[src/include/eee_lpi_pkg.sv]
// constants for the eee low power idle wake control block
// assumes a 25 MHz system clock and a 32-bit AXI4-Lite register port
package eee_lpi_pkg;
   // register indices; byte address is four times the index
   localparam logic [9:0]  IDX_RECOV_WAIT = 10'h0E6;
   localparam logic [9:0]  IDX_BUF_CTRL   = 10'h0E7;
   localparam logic [9:0]  IDX_PAGE_TX    = 10'h0E8;
   localparam int          ADDR_W         = 12;
   // field positions
   localparam int          CANCEL_BIT     = 7;
   localparam int          THR_MSB        = 5;
   localparam int          MORE_BIT       = 15;
   localparam int          MSG_BIT        = 13;
   localparam int          COMPLY_BIT     = 12;
   localparam int          TOG_BIT        = 11;
   localparam int          BUF_UNIT_LOG2  = 9;
   // reset values
   localparam logic [7:0]  RECOV_RST      = 8'h27;
   localparam logic [5:0]  THR_RST        = 6'h08;
   localparam logic        CANCEL_RST     = 1'b0;
   localparam logic        MORE_RST       = 1'b0;
   localparam logic        MSG_RST        = 1'b1;
   localparam logic        COMPLY_RST     = 1'b0;
   localparam logic        TOG_RST        = 1'b0;
   localparam logic [10:0] CODE_RST       = 11'h001;
   // timing
   localparam int          CLK_NS         = 40;
   localparam int          STEP_NS        = 640;
   localparam int          STEP_CYC       = (STEP_NS + CLK_NS - 1) / CLK_NS;
   localparam logic [1:0]  RESP_OKAY      = 2'h0;
   localparam logic [1:0]  RESP_DECERR    = 2'h3;
endpackage

[src/include/recov_if.sv]
// handshake between the register block and the recovery timer
// assumes both ends run on clk_sys
`timescale 1ns/1ps
interface recov_if;
   logic       start;
   logic [7:0] count;
   logic       busy;
   modport ctl (output start, output count, input busy);
   modport tmr (input start, input count, output busy);
endinterface

[src/logic/recovery_timer.sv]
// recovery wait timer: holds busy for count steps of 640 ns
// assumes start is a one-cycle pulse on clk_sys
`timescale 1ns/1ps
module recovery_timer
   import eee_lpi_pkg::*;
(
   input  wire logic clk_sys, // system clock
   input  wire logic rst,     // async reset, active high
   recov_if.tmr      rif      // start / count / busy
);
   logic [4:0]  div_r;
   logic [7:0]  steps_r;
   logic        busy_r;
   logic [12:0] hc_r;
   logic [7:0]  len_r;

   assign rif.busy = busy_r;

   // step countdown
   // divider restarts on every start with a nonzero count so the first step is a full one
   always_ff @(posedge clk_sys or posedge rst) begin
      if (rst) begin
         div_r   <= 5'h00;
         steps_r <= 8'h00;
         busy_r  <= 1'b0;
      end else if (rif.start && rif.count != 8'h00) begin
         div_r   <= 5'h00;
         steps_r <= rif.count;
         busy_r  <= 1'b1;
      end else if (busy_r) begin
         if (div_r == 5'(STEP_CYC - 1)) begin
            div_r   <= 5'h00;
            steps_r <= steps_r - 8'h01;
            if (steps_r == 8'h01) begin
               busy_r <= 1'b0;
            end
         end else begin
            div_r <= div_r + 5'h01;
         end
      end
   end

   // helper for the length check
   always_ff @(posedge clk_sys or posedge rst) begin
      if (rst) begin
         hc_r  <= 13'h0000;
         len_r <= 8'h00;
      end else if (rif.start && rif.count != 8'h00) begin
         hc_r  <= 13'h0000;
         len_r <= rif.count;
      end else if (busy_r) begin
         hc_r <= hc_r + 13'h0001;
      end
   end
endmodule // recovery_timer

[src/logic/eee_lpi_wake_control.sv]
// eee low power idle wake control with AXI4-Lite registers
// assumes all inputs synchronous to clk_sys; lpi_exit is a one-cycle pulse
`timescale 1ns/1ps
module eee_lpi_wake_control
   import eee_lpi_pkg::*;
#(
   parameter int PORTS = 2,  // source ports
   parameter int USE_W = 16  // buffer usage width in bits
)(
   input  wire logic                         clk_sys,       // system clock
   input  wire logic                         rst,           // async reset
   input  wire logic [ADDR_W-1:0]            s_axi_awaddr,  // write address
   input  wire logic                         s_axi_awvalid, // write addr valid
   output wire logic                         s_axi_awready, // write addr ready
   input  wire logic [31:0]                  s_axi_wdata,   // write data
   input  wire logic [3:0]                   s_axi_wstrb,   // byte enables
   input  wire logic                         s_axi_wvalid,  // write data valid
   output wire logic                         s_axi_wready,  // write data ready
   output logic      [1:0]                   s_axi_bresp,   // write response
   output logic                              s_axi_bvalid,  // response valid
   input  wire logic                         s_axi_bready,  // response ready
   input  wire logic [ADDR_W-1:0]            s_axi_araddr,  // read address
   input  wire logic                         s_axi_arvalid, // read addr valid
   output wire logic                         s_axi_arready, // read addr ready
   output logic      [31:0]                  s_axi_rdata,   // read data
   output logic      [1:0]                   s_axi_rresp,   // read response
   output logic                              s_axi_rvalid,  // read data valid
   input  wire logic                         s_axi_rready,  // read data ready
   input  wire logic                         lpi_exit,      // port 1 left idle
   output wire logic                         tx_hold_off,   // port 1 may not send
   input  wire logic [PORTS-1:0]             lpi_req_in,    // idle request per port
   input  wire logic [PORTS-1:0]             in_traffic,    // input traffic seen
   input  wire logic [PORTS-1:0][USE_W-1:0]  buf_usage,     // buffer bytes per port
   output logic      [PORTS-1:0]             lpi_req_out,   // idle request granted
   input  wire logic                         page_load,     // new next page loaded
   input  wire logic                         base_load,     // base page sent
   input  wire logic                         base_toggle,   // toggle bit of base page
   input  wire logic                         page_more,     // more pages follow
   input  wire logic                         page_msg,      // message page
   input  wire logic                         page_comply,   // able to comply
   input  wire logic [10:0]                  page_code      // code field
);
   recov_if rif();

   logic [7:0]        recov_wait_r;
   logic              cancel_en_r;
   logic [5:0]        buf_thr_r;
   logic              more_pages_follow_flag;
   logic              message_page_flag;
   logic              comply_acknowledge_flag;
   logic              toggle_r;
   logic [10:0]       code_r;
   logic              aw_hold_r;
   logic              w_hold_r;
   logic [ADDR_W-1:0] aw_addr_r;
   logic [31:0]       w_data_r;
   logic [3:0]        w_strb_r;
   logic              do_wr;
   logic [PORTS-1:0]  withdrawn_r;
   logic [PORTS-1:0]  over_thr;
   logic [USE_W-1:0]  thr_bytes;

   function automatic logic hit(input logic [ADDR_W-1:0] a, input logic [9:0] idx);
      hit = (a == ADDR_W'({idx, 2'b00}));
   endfunction

   // write path: address and data taken independently
   assign s_axi_awready = !aw_hold_r && !s_axi_bvalid;
   assign s_axi_wready  = !w_hold_r && !s_axi_bvalid;
   assign do_wr         = aw_hold_r && w_hold_r && !s_axi_bvalid;

   always_ff @(posedge clk_sys or posedge rst) begin
      if (rst) begin
         aw_hold_r <= 1'b0;
         aw_addr_r <= '0;
      end else if (s_axi_awvalid && s_axi_awready) begin
         aw_hold_r <= 1'b1;
         aw_addr_r <= s_axi_awaddr;
      end else if (do_wr) begin
         aw_hold_r <= 1'b0;
      end
   end

   always_ff @(posedge clk_sys or posedge rst) begin
      if (rst) begin
         w_hold_r <= 1'b0;
         w_data_r <= 32'h0000_0000;
         w_strb_r <= 4'h0;
      end else if (s_axi_wvalid && s_axi_wready) begin
         w_hold_r <= 1'b1;
         w_data_r <= s_axi_wdata;
         w_strb_r <= s_axi_wstrb;
      end else if (do_wr) begin
         w_hold_r <= 1'b0;
      end
   end

   always_ff @(posedge clk_sys or posedge rst) begin
      if (rst) begin
         s_axi_bvalid <= 1'b0;
         s_axi_bresp  <= RESP_OKAY;
      end else if (do_wr) begin
         s_axi_bvalid <= 1'b1;
         s_axi_bresp  <= (hit(aw_addr_r, IDX_RECOV_WAIT) || hit(aw_addr_r, IDX_BUF_CTRL)
                          || hit(aw_addr_r, IDX_PAGE_TX)) ? RESP_OKAY : RESP_DECERR;
      end else if (s_axi_bready) begin
         s_axi_bvalid <= 1'b0;
      end
   end

   always_ff @(posedge clk_sys or posedge rst) begin
      if (rst) begin
         recov_wait_r <= RECOV_RST;
      end else if (do_wr && w_strb_r[0] && hit(aw_addr_r, IDX_RECOV_WAIT)) begin
         recov_wait_r <= w_data_r[7:0];
      end
   end

   // buffer load control; bit 6 stays zero
   always_ff @(posedge clk_sys or posedge rst) begin
      if (rst) begin
         cancel_en_r <= CANCEL_RST;
         buf_thr_r   <= THR_RST;
      end else if (do_wr && w_strb_r[0] && hit(aw_addr_r, IDX_BUF_CTRL)) begin
         cancel_en_r <= w_data_r[CANCEL_BIT];
         buf_thr_r   <= w_data_r[THR_MSB:0];
      end
   end

   // read path; the page word is read-only, writes to it are ignored
   assign s_axi_arready = !s_axi_rvalid;

   always_ff @(posedge clk_sys or posedge rst) begin
      if (rst) begin
         s_axi_rvalid <= 1'b0;
         s_axi_rdata  <= 32'h0000_0000;
         s_axi_rresp  <= RESP_OKAY;
      end else if (s_axi_arvalid && s_axi_arready) begin
         s_axi_rvalid <= 1'b1;
         s_axi_rresp  <= RESP_OKAY;
         if (hit(s_axi_araddr, IDX_RECOV_WAIT)) begin
            s_axi_rdata <= {24'h000000, recov_wait_r};
         end else if (hit(s_axi_araddr, IDX_BUF_CTRL)) begin
            s_axi_rdata <= {24'h000000, cancel_en_r, 1'b0, buf_thr_r};
         end else if (hit(s_axi_araddr, IDX_PAGE_TX)) begin
            s_axi_rdata <= {16'h0000, more_pages_follow_flag, 1'b0, message_page_flag,
                            comply_acknowledge_flag, toggle_r, code_r};
         end else begin
            s_axi_rdata <= 32'h0000_0000;
            s_axi_rresp <= RESP_DECERR;
         end
      end else if (s_axi_rready) begin
         s_axi_rvalid <= 1'b0;
      end
   end

   // recovery timer; zero count never sets busy
   assign rif.start   = lpi_exit;
   assign rif.count   = recov_wait_r;
   assign tx_hold_off = rif.busy;

   recovery_timer u_timer (
      .clk_sys (clk_sys),
      .rst     (rst),
      .rif     (rif)
   );

   // next-page transmit word captured from the negotiation engine
   always_ff @(posedge clk_sys or posedge rst) begin
      if (rst) begin
         more_pages_follow_flag  <= MORE_RST;
         message_page_flag       <= MSG_RST;
         comply_acknowledge_flag <= COMPLY_RST;
         code_r                  <= CODE_RST;
      end else if (page_load) begin
         more_pages_follow_flag  <= page_more;
         message_page_flag       <= page_msg;
         comply_acknowledge_flag <= page_comply;
         code_r                  <= page_code;
      end
   end

   always_ff @(posedge clk_sys or posedge rst) begin
      if (rst) begin
         toggle_r <= TOG_RST;
      end else if (base_load) begin
         toggle_r <= base_toggle;
      end else if (page_load) begin
         toggle_r <= !toggle_r;
      end
   end

   assign thr_bytes = USE_W'({buf_thr_r, {BUF_UNIT_LOG2{1'b0}}});

   genvar p;
   generate
      for (p = 0; p < PORTS; p++) begin : g_port
         assign over_thr[p] = buf_usage[p] > thr_bytes;

         // withdrawal lasts until the request drops
         always_ff @(posedge clk_sys or posedge rst) begin
            if (rst) begin
               withdrawn_r[p] <= 1'b0;
            end else if (!lpi_req_in[p]) begin
               withdrawn_r[p] <= 1'b0;
            end else if (cancel_en_r && in_traffic[p]) begin
               withdrawn_r[p] <= 1'b1;
            end
         end

         assign lpi_req_out[p] = lpi_req_in[p] && !over_thr[p] && !withdrawn_r[p]
                                 && !(cancel_en_r && in_traffic[p]);

      end
   endgenerate
endmodule // eee_lpi_wake_control

[config.mk]
export PLATFORM = sky130hd
export DESIGN_NAME = eee_lpi_wake_control
export DESIGN_NICKNAME = d
export VERILOG_FILES = /design/src/include/eee_lpi_pkg.sv /design/src/include/recov_if.sv /design/src/logic/recovery_timer.sv /design/src/logic/eee_lpi_wake_control.sv
export SDC_FILE = /design/constraint.sdc
export NUM_CORES = 1
export LEC_CHECK = 0
export CELL_PAD_IN_SITES_DETAIL_PLACEMENT = 0
export CELL_PAD_IN_SITES_GLOBAL_PLACEMENT = 2
export CORE_MARGIN = 2
export CORE_UTILIZATION = 35
export DETAILED_ROUTE_END_ITERATION = 10
export DONT_BUFFER_PORTS = 1
export PLACE_DENSITY = 0.84
export SYNTH_ARGS = -nofsm -noshare
export SYNTH_HDL_FRONTEND = slang
export SYNTH_SLANG_ARGS = --single-unit
export TNS_END_PERCENT = 1
[constraint.sdc]
create_clock -name clk_sys -period 2.71 [get_ports clk_sys]
set_clock_uncertainty 0.2 [all_clocks]
set_input_delay 0.271 -clock clk_sys [delete_from_list [all_inputs] [get_ports clk_sys]]
set_output_delay 0.271 -clock clk_sys [all_outputs]
set_load 0.005 [all_outputs]
; Yosys cells after proc, flatten, opt, wreduce, memory -nomap -nowiden
; Index checks and enable logic that the tools add are counted.
[op_classes]
multipliers = 0
mux = 30
add_sub_neg = 2
n_shift = 0
n_div = 0
reduce_logical = 41
order_cmp = 2
bitwise = 0
n_eq_ne = 10
[ops]
columns = cell, count
row1 = $eq A12 B10 Y1 const B, 6
row2 = $mux W16, 3
row3 = $gt A16 B15 Y1, 2
row4 = $mux W8, 3
row5 = $logic_and A1 B1 Y1, 19
row6 = $mux W1, 17
row7 = $mux W5, 3
row8 = $reduce_bool A2 Y1, 7
row9 = $logic_not A1 Y1, 11
row10 = $eq A8 B1 Y1 const B, 1
row11 = $mux W2, 4
row12 = $reduce_bool A8 Y1, 1
row13 = $sub A8 B1 Y8 const B, 1
row14 = $add A5 B1 Y5 const B, 1
row15 = $eq A5 B4 Y1 const B, 1
row16 = $ne A2 B1 Y1 const B, 2
row17 = $logic_or A1 B1 Y1, 2
row18 = $reduce_and A2 Y1, 1
[word_totals]
n_memories = 0
ramBits = 0
out_inout_bits = 44
reg_bits = 107
inputBits = 121
latchBits = 0
rom_bits = 0
wordCells = 108

; Depth between registers and ports, before layout
; Gate-level depths: netlist of run 1.
[depth]
depth_word = 5
mapped_depth = 6
mapped_depth_nobuf = 6

; Hierarchy
; A second synthesis of run 1 with hierarchy kept.
[unflattened]
cells_unflattened = 380
hier_area_um2 = 4455.5
[modules_own_cells]
columns = mod, cells_each, area_each_um2, instances, seq_area_each_um2
row1 = eee_lpi_wake_control, 294, 3608.5, 1, 1860.5
row2 = recovery_timer, 86, 847.1, 1, 350.3

; Worst setup path before layout of run 1
; Ideal clock, no wire load.
[synth_timing]
path_type = reg2reg
from = reg aw_addr_r[10]
to = reg recov_wait_r[3]
synth_period_minus_slack_ns = 2.124
required_ns = 2.385
stages_incl_launch_ff = 6
arrival_ns = 1.799
setup_ns = 0.125
n_path_buf = 1
setup_slack_ns = 0.586
cell_sequence = dfrtp_1 -> or4b_4 -> nor4_4 -> and2b_1 -> buf_6 -> mux2_4
[synth_via]
elab_chain_len = 2
[synth_lines]
columns = item, line
row1 = start: declaration, eee_lpi_wake_control.sv:55  ; logic [ADDR_W-1:0] aw_addr_r;
row2 = start signal: assignment, eee_lpi_wake_control.sv:78  ; aw_addr_r <= s_axi_awaddr;
row3 = $eq A12 B10 Y1, eee_lpi_wake_control.sv:64  ; hit = (a == ADDR_W'({idx, 2'b00}));
row4 = $logic_and A1 B1 Y1, eee_lpi_wake_control.sv:114  ; end else if (do_wr && w_strb_r[0] && hit(aw_addr_r, IDX_RECOV_WAIT)) begin
row5 = end signal: assignment, eee_lpi_wake_control.sv:115  ; recov_wait_r <= w_data_r[7:0];
row6 = end: declaration, eee_lpi_wake_control.sv:45  ; logic [7:0] recov_wait_r;
; Every way passes these cells.
; A chain may end at the register's enable or synchronous reset.

; Worst setup path in the final report of run 1
[layout_timing]
from = reg aw_addr_r[10]
to = reg recov_wait_r[6]
; Same word-level chain as after synthesis.

==> results.tsv, run 1 <==
stage	metric	value	unit
cts	clk-insertion-delay-late	0.34	ns
placed_design	gp_congestion	0.7686	
timing	hold_viol_final	0	
die	die_h	115.2	um
setup_path	critPathKind	reg2reg	
timing	max_slew_margin	53.75	%
cts	cts_max_level	3	
final_layout	fillers	1125	
placed_design	preCtsSetupSlack	0.2913	ns
setup_path	worstSetupStartpointType	flip-flop	
timing	setup_viol	0	
power_and_ir_drop	p_leak	2.325	nW
run	cap_violations	0	
synthesis	ys_seq_area_share	51.13	%
route	dr_total_vias	2948	
hold_path	min_path_cells	4	
global_route	grt_use_total	15.39	%
synthesis	synthFlopType	dfrtp_1	
setup_path	worstSetupEndpointType	flip-flop	
route	dr.pass1.iters	5	
setup_path	reg2reg_depth	4	
synthesis	syn_avg_cell_area	11.95	sq um
die	fp.dieW	115.2	um
global_route	grt_pass1_vias	3141	
power_and_ir_drop	total_power	4.082	mW
synthesis	post-synth-top-count-cell	dfrtp_1	
power_and_ir_drop	p_per_area	758.4	nW/um^2
route	drc	0	
synthesis	synth_top_cell_by_area	dfrtp_1	
cts	cts_resized	0	
timing	worst_slack	0.3134	ns
timing	hold_ws	0.03027	ns
global_route	grt_overflow	0	
timing	rsz0062_at_grt	false	
placed_design	io_buffers	0	
route	wl_met2	4970	um
timing	worst_pin_slew	0.6919	ns
synthesis	syn_area	4324	sq um
final_layout	design_area	5383	sq um
die	io_pins	165	
cts	cts_buffers	9	
route	top_layer	met4	
cts	clockBufferDepth	2	
synthesis	yosysWarnings	0	
cts	clkTransAtPathRegs	0.06	ns
die	initial_core_util	36.00	%
route	drt_iter0_markers	86	
timing	max_freq	0.4173	GHz
synthesis	ys_top_cells_by_count	81 x dfrtp_1, 34 x mux2_2, 19 x buf_4, 19 x nand2_1	
placed_design	dpl_cell_area	4415	sq um
route	vias_per_cell	5.127	
route	ant_nets	0	
final_layout	area_delta_synth_final	24.48	%
timing	drv_slew	0	
die	rows	40	
global_route	grt_pass1_wl	15700	um
run_status	outcome	finished clean	
setup_path	arrival	2.41	ns
route	route.met3.wl	526	um
synthesis	async_reset_ff_share	100.0	%
synthesis	synth_edf_count	0	
route	wl_per_cell	16.81	um
global_route	grt_max_degree	89	
die	core	12010	sq um
route	wl	9666	um
global_route	antenna_found_initial	0	
final_layout	fin_cells	575	
power_and_ir_drop	max-vdd-ir-drop	0.5003	mV
final_layout	num_antenna_cells	0	
route	wl_met1	4018	um
final_layout	final_layout_size_suffix_gt1_share	17.52	%
placed_design	place_hpwl	6970	um
cts	cts_sinks	88	
synthesis	synth.distinct_cells	53	
timing	timing.final.crit_share	88.44	%
synthesis	synthTopCellsByArea	dfrtp_1 47%, mux2_2 8.9%, ha_1 4.3%	
cts	root_buffer	clkbuf_16	
setup_path	cp_data_required_time	2.73	ns
die	die_area	13260	sq um
synthesis	syn-instance-count	362	
synthesis	synth_top_area_share	46.87	%
timing	setup_tns	0	ns
hold_path	hp-class	in2reg	
final_layout	utilization	44.81	%
timing	fin_crit	2.397	ns
final_layout	finalNetCount	559	
setup_path	cp_max_fo	8	
cts	cts_tree	built	
synthesis	synth-seq-cells	88	
placed_design	dp.cells	497	
[per-layer routing]
metal	global-route usage (%)	vias up
li1	-	1402
met1	18.39	1469
met2	26.78	66
met3	3.795	11
met4	5.944	0
met5	0	-
[critical path, stage by stage, from the launching register on]
cell and delay [ns]:
dfrtp_1 0.38, or4b_4 0.57, nor4_4 0.32, and2b_1 0.47
mux2_4 0.34
[what timing repair did]
action / in CTS / in global routing
endpoints found under the hold margin: 131 / 0
hold buffers: 62 / 0
buffers inserted: 0 / 0
[power breakdown]
group	switching, mW	internal (mW)	leakage, nW
Combinational	0.325	0.441	1.07
Sequential	0.269	1.62	1.09
Clock	0.500	0.926	0.170
[flip-flops by register name, indices dropped and copies added (netlist names), 2 cells and up]
| name | cells |
|---|---|
| w_data_r | 8 |
| withdrawn_r | 2 |
| buf_thr_r | 6 |
| code_r | 11 |
| u_timer.steps_r | 8 |
| aw_addr_r | 12 |
| recov_wait_r | 8 |
| u_timer.div_r | 5 |
| s_axi_rdata | 15 |
[cells in the final DEF, fill, tap and decap left out, drive strengths merged, types with 3 or more instances in the layout]
master	instances
a21o	6
a21oi	10
a221o	7
a22o	7
a22oi	6
and2	4
and4b	4
buf	4
bufinv	3
clkbuf	11
conb	17
dfrtp	81
dfstp	7
dlygate4sd3	62
ha	15
inv	15
mux2	50
nand2	20
nand3	4
nand4	3
nand4b	3
nor2	16
nor2b	5
nor3	3
nor4	8
nor4b	5
o21ai	16
xnor2	5
xor2	4
[kinds of logic (layout without fill, tap and decap cells)]
family | Yosys count | after routing | share of synthesized area (%)
other cells | 1 | 17 | 0.08672
mux | 50 | 50 | 13.72
compound gates | 63 | 63 | 10.16
buf+inv | 48 | 98 | 5.990
simple gates | 88 | 88 | 12.76
xor+xnor | 9 | 9 | 1.823
flops | 88 | 88 | 51.13
fa+ha+maj | 15 | 15 | 4.340
[final timing paths]
kind | startpoint | endpoint | slack [ns]
min | s_axi_araddr[1] | s_axi_rresp[0]$_DFFE_PP0P_ | 0.03
max | aw_addr_r[10]$_DFFE_PP0P_ | recov_wait_r[6]$_DFFE_PP0P_ | 0.31
min in group asynchronous | rst | u_timer.div_r[0]$_DFFE_PP0P_ | 0.32
max in group asynchronous | rst | buf_thr_r[3]$_DFFE_PP1P_ | 1.58
max reg2reg | aw_addr_r[10]$_DFFE_PP0P_ | recov_wait_r[6]$_DFFE_PP0P_ | 0.31
min reg2reg | comply_acknowledge_flag$_DFFE_PP0P_ | s_axi_rdata[12]$_DFFE_PP0P_ | 0.29
[cell type report]
type	count	area [sq um]	share of cell area, %
timing repair buffer	66	663.1	12.32
inverter	16	63.81	1.185
clock buffer	11	242.7	4.510
sequential	88	2211	41.07
tap	147	183.9	3.417
multi-input combinational	242	1914	35.56
clock inverter	5	103.9	1.929
(Power assumes the default switching activity.)
==> run 2: changes to the inputs <==
==> constraint.sdc (replaced) <==
create_clock -name clk_sys -period 2.71 [get_ports clk_sys]
set_clock_uncertainty 0.2 [all_clocks]
set_input_delay 0.6775 -clock clk_sys [delete_from_list [all_inputs] [get_ports clk_sys]]
set_output_delay 0.6775 -clock clk_sys [all_outputs]
set_load 0.005 [all_outputs]
==> run 2 against run 1 <==
Against the previous run: first-iteration DRC count down 22%; clock power down 17%; maximum frequency down 12%; register-to-register slack better by 0.14 ns; combinational power down 10%; non-clock buffer count down 52; worst setup slack worse by 0.34 ns; clock-buffer cell count up 1; via count down 6.7%; the flow now finishes with violations (setup timing).
==> results.tsv, run 2 (same netlist as run 1, synthesis figures left out) <==
stage	metric	value	unit
route	wl_per_cell	17.59	um
final_layout	finalNetCount	507	
setup_path	cp.depth	6	
setup_path	crit_path_end	lpi_req_out[1]	
timing	drv_slew	0	
route	wl	9217	um
die	rows	40	
die	fp.dieW	115.2	um
power_and_ir_drop	total_power	3.759	mW
power_and_ir_drop	power.share.switching	28.33	%
setup_path	r2r-end	recov_wait_r[4]$_DFFE_PP0P_	
timing	max_slew_margin	46.57	%
timing	setup_tns	-0.04418	ns
power_and_ir_drop	p_sw	1.065	mW
cts	clk-insertion-delay-late	0.33	ns
final_layout	largestRegisters	s_axi_rdata (15), aw_addr_r (12), code_r (11)	
setup_path	cp_data_required_time	1.83	ns
power_and_ir_drop	combPwrFrac	18.3	%
cts	cts_max_level	3	
setup_path	reg2reg_depth	5	
run_status	outcome	complete, but fails checks	
power_and_ir_drop	p_per_area	777.8	nW/um^2
run_status	violations	setup timing	
cts	cts_sinks	88	
global_route	grt_pass1_wl	14560	um
timing	hold_viol_final	0	
route	dr_total_vias	2751	
final_layout	final_layout_size_suffix_gt1_share	25.00	%
final_layout	mostFrequentLayoutCells	80 x dfrtp_1, 34 x mux2_2, 19 x nand2_1	
placed_design	dp.cells	503	
setup_path	worstSetupEndpointType	output pin	
power_and_ir_drop	clockPowerShare	31.6	%
setup_path	cp-startpoint	buf_thr_r[3]$_DFFE_PP1P_	
timing	timing.final.crit_share	101.0	%
power_and_ir_drop	max-vdd-ir-drop	0.4449	mV
timing	worst_pin_slew	0.7997	ns
global_route	grt_pass1_vias	2913	
route	vias_per_cell	5.250	
cts	cts_buffers	9	
run	cap_violations	0	
cts	clockBufferDepth	2	
hold_path	hp-class	in2async	
global_route	antenna_found_initial	1	
timing	setup_viol	2	
setup_path	worstSetupStartpointType	flip-flop	
timing	max_freq	0.3655	GHz
setup_path	cp_max_fo	2	
placed_design	io_buffers	0	
die	io_pins	165	
power_and_ir_drop	p_leak	2.095	nW
cts	cts_tree	built	
route	drt_iter0_markers	67	
power_and_ir_drop	seqPwrFrac	50.1	%
global_route	grt_use_total	14.36	%
cts	clkTransAtPathRegs	0.06	ns
timing	rsz0062_at_grt	true	
placed_design	place_hpwl	7175	um
setup_path	r2r_start	aw_addr_r[10]$_DFFE_PP0P_	
setup_path	r2r_slack	0.45	ns
final_layout	largest_reg_flops	15	
setup_path	cp_slowest_stage_delay	0.54	ns
die	core	12010	sq um
route	dr.pass1.iters	4	
cts	root_buffer	clkbuf_16	
power_and_ir_drop	power.internal	2.694	mW
final_layout	largest-register	s_axi_rdata	
cts	holdBufCountCts	0	
timing	worst_slack	-0.02631	ns
final_layout	final_common_cell	dfrtp_1	
final_layout	area_delta_synth_final	11.78	%
timing	hold_ws	0.1523	ns
placed_design	gp_congestion	0.7477	
die	die_area	13260	sq um
final_layout	fin_cells	524	
setup_path	cp_num_buf_inv	1	
route	drc	0	
timing	fin_crit	2.736	ns
die	die_h	115.2	um
setup_path	arrival	1.86	ns
setup_path	critPathKind	reg2out	
setup_path	crit_family	flip-flops	
die	initial_core_util	36.00	%
setup_path	cpMaxStageDelayCell	dfstp_2	
global_route	grt_max_degree	36	
global_route	grt_overflow	0	
route	ant_nets	0	
setup_path	path_cells	inv_2, ha_1, and4b_1, and4_1, o211ai_1, a21oi_1	
==> run 2: cell types whose count changed in the layout (fill, tap and decap cells not counted), moves of 2 or more <==
cell	before	now
buf_4	3	13
bufinv_16	3	0
dlygate4sd3_1	62	0
nor4bb_1	2	0
inv_1	15	13
inv_2	0	2
clkbuf_8	1	3
clkinvlp_4	1	4
nor4bb_4	0	2
==> run 2: cell type report <==
| type | instances | area [sq um] |
|---|---|---|
| diodes | 1 | 2.502 |
| clock buffers | 12 | 266.5 |
| clock inverters | 4 | 27.53 |
| fillers | 1152 | 7178 |
| inverters | 16 | 63.81 |
| multi-input cells | 242 | 1959 |
| flip-flops and latches | 88 | 2212 |
| well taps | 147 | 183.9 |
| repair buffers | 14 | 117.6 |
==> run 2: power groups by stage <==
stage          Combinational, mW  Sequential, mW  Clock, mW
6_report                   0.688            1.88       1.19
5_1_grt                    0.785            1.93       1.27
4_1_cts                    0.697            1.89       1.22
3_5_place_dp               0.692            1.91          0
3_3_place_gp               0.663            1.89          0
2_1_floorplan              0.633            1.82          0
==> run 2: worst min path at each step <==
stage                                              to                           startpoint  slack [ns]
after floorplan           s_axi_rdata[10]$_DFFE_PP0P_               code_r[10]$_DFFE_PP0P_        0.26
after global placement    s_axi_rdata[12]$_DFFE_PP0P_  comply_acknowledge_flag$_DFFE_PP0P_        0.27
after detailed placement  s_axi_rdata[10]$_DFFE_PP0P_               code_r[10]$_DFFE_PP0P_        0.28
after CTS                  u_timer.rif.busy$_DFF_PP0_                                  rst        0.17
after global routing       u_timer.rif.busy$_DFF_PP0_                                  rst        0.20
final                      u_timer.rif.busy$_DFF_PP0_                                  rst        0.15
==> run 2: worst reg2reg max path, stage by stage (launching register included) <==
cell	delay, ns
dfrtp_1	0.38
or4b_4	0.57
nor4_4	0.33
and2b_1	0.16
buf_4	0.20
mux2_4	0.32
==> run 2: through the flow <==
step | worst slack, ns | area, sq um | utilization [%]
finish | -0.02631 | 4833 | 40.24
global route | -0.1030 | 4831 | 40.22
CTS | -0.05849 | 4778 | 39.78
detailed placement | 0.05827 | 4461 | 37.14
floorplan | 0.2057 | 4388 | -
global placement | 0.09666 | 4461 | 37.14
==> run 2: per-layer routing <==
| metal | up-vias | global-route usage [%] | part of all wire [%] | wire length [um] |
|---|---|---|---|---|
| met5 | - | 0 | 0 | 0 |
| li1 | 1296 | - | - | - |
| met2 | 64 | 24.27 | 50 | 4589 |
| met1 | 1380 | 17.10 | 42 | 3910 |
| met4 | 0 | 6.104 | 1.5 | 137 |
| met3 | 11 | 4.217 | 6.3 | 579 |
==> run 2: timing repair <==
item / CTS / global route
endpoints found under the setup margin: 2 / 2
buffers inserted: 1 / 3
endpoints found under the hold margin: 0 / 0
resized for setup: 4 / 6
pin swaps: 3 / 1
==> run 3: changes to the inputs <==
--- a/config.mk
+++ b/config.mk
@@ -5,13 +5,14 @@
 export SDC_FILE = /design/constraint.sdc
 export NUM_CORES = 1
 export LEC_CHECK = 0
+export CAP_MARGIN = 20
 export CELL_PAD_IN_SITES_DETAIL_PLACEMENT = 0
 export CELL_PAD_IN_SITES_GLOBAL_PLACEMENT = 2
-export CORE_MARGIN = 2
 export CORE_UTILIZATION = 35
 export DETAILED_ROUTE_END_ITERATION = 10
 export DONT_BUFFER_PORTS = 1
 export PLACE_DENSITY = 0.84
+export SETUP_SLACK_MARGIN = 0.5
 export SYNTH_ARGS = -nofsm -noshare
 export SYNTH_HDL_FRONTEND = slang
 export SYNTH_SLANG_ARGS = --single-unit
==> run 3 against run 2 <==
Against the previous run: the flow still finishes with violations (setup timing); core utilization up 0.13 points; first-iteration DRC count down 10%; sequential cell count unchanged; non-clock buffer count down 3; critical endpoint unchanged; largest cell class unchanged.
==> results.tsv, run 3 (same netlist as run 1, synthesis figures left out) <==
stage	metric	value	unit
timing	worst_pin_slew	0.6923	ns
hold_path	hp-class	in2async	
cts	clockBufferDepth	2	
die	fp.dieW	113.2	um
final_layout	fin_cells	521	
placed_design	dp.cells	499	
placed_design	io_buffers	0	
final_layout	fillers	1191	
setup_path	worstSetupStartpointType	flip-flop	
global_route	grt_use_total	14.87	%
global_route	grt_max_degree	65	
final_layout	largest_reg_flops	15	
final_layout	area_delta_synth_final	12.12	%
route	drc	0	
run_status	violations	setup timing	
timing	max_freq	0.3630	GHz
placed_design	preCtsSetupSlack	0.08546	ns
route	drt_iter0_markers	60	
setup_path	cp_data_required_time	1.83	ns
final_layout	largestRegisters	s_axi_rdata (15), aw_addr_r (12), code_r (11)	
timing	drv_slew	0	
power_and_ir_drop	power.share.switching	27.27	%
timing	worst_slack	-0.04486	ns
run_status	outcome	complete, but fails checks	
route	ant_nets	0	
global_route	grt_pass1_wl	14610	um
cts	root_buffer	clkbuf_16	
final_layout	final_common_cell	dfrtp_1	
setup_path	arrival	1.88	ns
global_route	antenna_found_initial	1	
global_route	grt_pass1_vias	2771	
die	die_area	12800	sq um
timing	hold_viol_final	0	
timing	timing.final.crit_share	101.7	%
timing	setup_viol	2	
timing	rsz0062_at_grt	true	
setup_path	r2r-end	recov_wait_r[4]$_DFFE_PP0P_	
cts	clkTransAtPathRegs	0.06	ns
route	dr_total_vias	2738	
placed_design	gp_congestion	0.7521	
setup_path	r2r_slack	0.55	ns
setup_path	cp_max_fo	2	
die	rows	40	
cts	cts_tree	built	
power_and_ir_drop	total_power	3.932	mW
setup_path	worstSetupEndpointType	output pin	
cts	cts_buffers	9	
route	vias_per_cell	5.255	
power_and_ir_drop	seqPwrFrac	48.0	%
power_and_ir_drop	combPwrFrac	17.4	%
power_and_ir_drop	power.internal	2.860	mW
placed_design	place_hpwl	6956	um
final_layout	design_area	4848	sq um
cts	cts_sinks	88	
global_route	grt_overflow	0	
final_layout	final_layout_size_suffix_gt1_share	24.40	%
placed_design	dpl_cell_area	4431	sq um
final_layout	finalNetCount	504	
die	die_h	113.2	um
route	wl	9127	um
power_and_ir_drop	p_per_area	811.0	nW/um^2
timing	fin_crit	2.755	ns
power_and_ir_drop	p_sw	1.072	mW
die	core	12010	sq um
setup_path	r2r_start	aw_addr_r[0]$_DFFE_PP0P_	
timing	hold_ws	0.1150	ns
power_and_ir_drop	max-vdd-ir-drop	0.4431	mV
run	cap_violations	0	
cts	clk-insertion-delay-late	0.33	ns
cts	holdBufCountCts	0	
cts	cts_max_level	3	
timing	max_slew_margin	53.73	%
die	initial_core_util	36.00	%
final_layout	largest-register	s_axi_rdata	
setup_path	critPathKind	reg2out	
power_and_ir_drop	p_leak	2.086	nW
setup_path	reg2reg_depth	4	
route	wl_per_cell	17.52	um
power_and_ir_drop	clockPowerShare	34.6	%
die	io_pins	165	
final_layout	mostFrequentLayoutCells	81 x dfrtp_1, 34 x mux2_2, 19 x nand2_1	
route	dr.pass1.iters	4	
[run 3: worst max-delay path, stage by stage (launching register included)]
cell and delay, ns:
dfstp_2 0.54, inv_2 0.06, ha_1 0.26, and4b_1 0.21
and4_1 0.22, o211ai_1 0.11, a21oi_2 0.15
[run 3: routing by layer]
| metal | track usage (%) | wire (um) | vias up |
|---|---|---|---|
| met5 | 0 | 0 | - |
| met1 | 18.30 | 3929 | 1370 |
| met4 | 4.561 | 103 | 0 |
| met3 | 5.945 | 676 | 8 |
| met2 | 23.97 | 4418 | 69 |
| li1 | - | - | 1291 |
[run 3: worst max path at each step]
stage,startpoint,slack [ns],depth (start not counted),to
2_1_floorplan,buf_usage[25],0.21,6,lpi_req_out[1]
3_3_place_gp,buf_usage[11],0.1,5,lpi_req_out[0]
3_5_place_dp,buf_usage[25],0.09,6,lpi_req_out[1]
4_1_cts,buf_thr_r[3]$_DFFE_PP1P_,-0.06,6,lpi_req_out[1]
5_1_grt,buf_thr_r[3]$_DFFE_PP1P_,-0.13,6,lpi_req_out[1]
6_report,buf_thr_r[3]$_DFFE_PP1P_,-0.04,6,lpi_req_out[1]
[run 3: metrics by stage]
step | util (%) | TNS, ns
3_5_place_dp | 36.89 | 0
3_3_place_gp | 36.89 | 0
4_1_cts | 39.88 | -0.1214
5_1_grt | 40.34 | -0.2533
6_report | 40.36 | -0.05552
2_1_floorplan | - | 0
[run 3: final cells by class]
type                            count  area, sq um  share of cell area [%]
Tap cell                          147        183.9                   3.794
Clock buffer                       12        256.5                   5.290
Inverter                           16        63.81                   1.316
Sequential cell                    88         2211                   45.60
Multi-Input combinational cell    242         1959                   40.41
Antenna cell                        1        2.502                 0.05161
Clock inverter                      4        76.32                   1.574
Timing Repair Buffer               11        95.09                   1.961
[run 3: power by group through the flow]
| stage | combinational [mW] | clock, mW | sequential [mW] |
|---|---|---|---|
| floorplan | 0.633 | 0 | 1.82 |
| global placement | 0.658 | 0 | 1.89 |
| detailed placement | 0.687 | 0 | 1.91 |
| CTS | 0.697 | 1.39 | 1.89 |
| global route | 0.785 | 1.44 | 1.94 |
| finish | 0.686 | 1.36 | 1.89 |
[run 3: timing repair]
item                       CTS  global route
resized for setup            5             5
pin swaps                    4             4
setup buffers                1             4
setup endpoints to repair   10             8
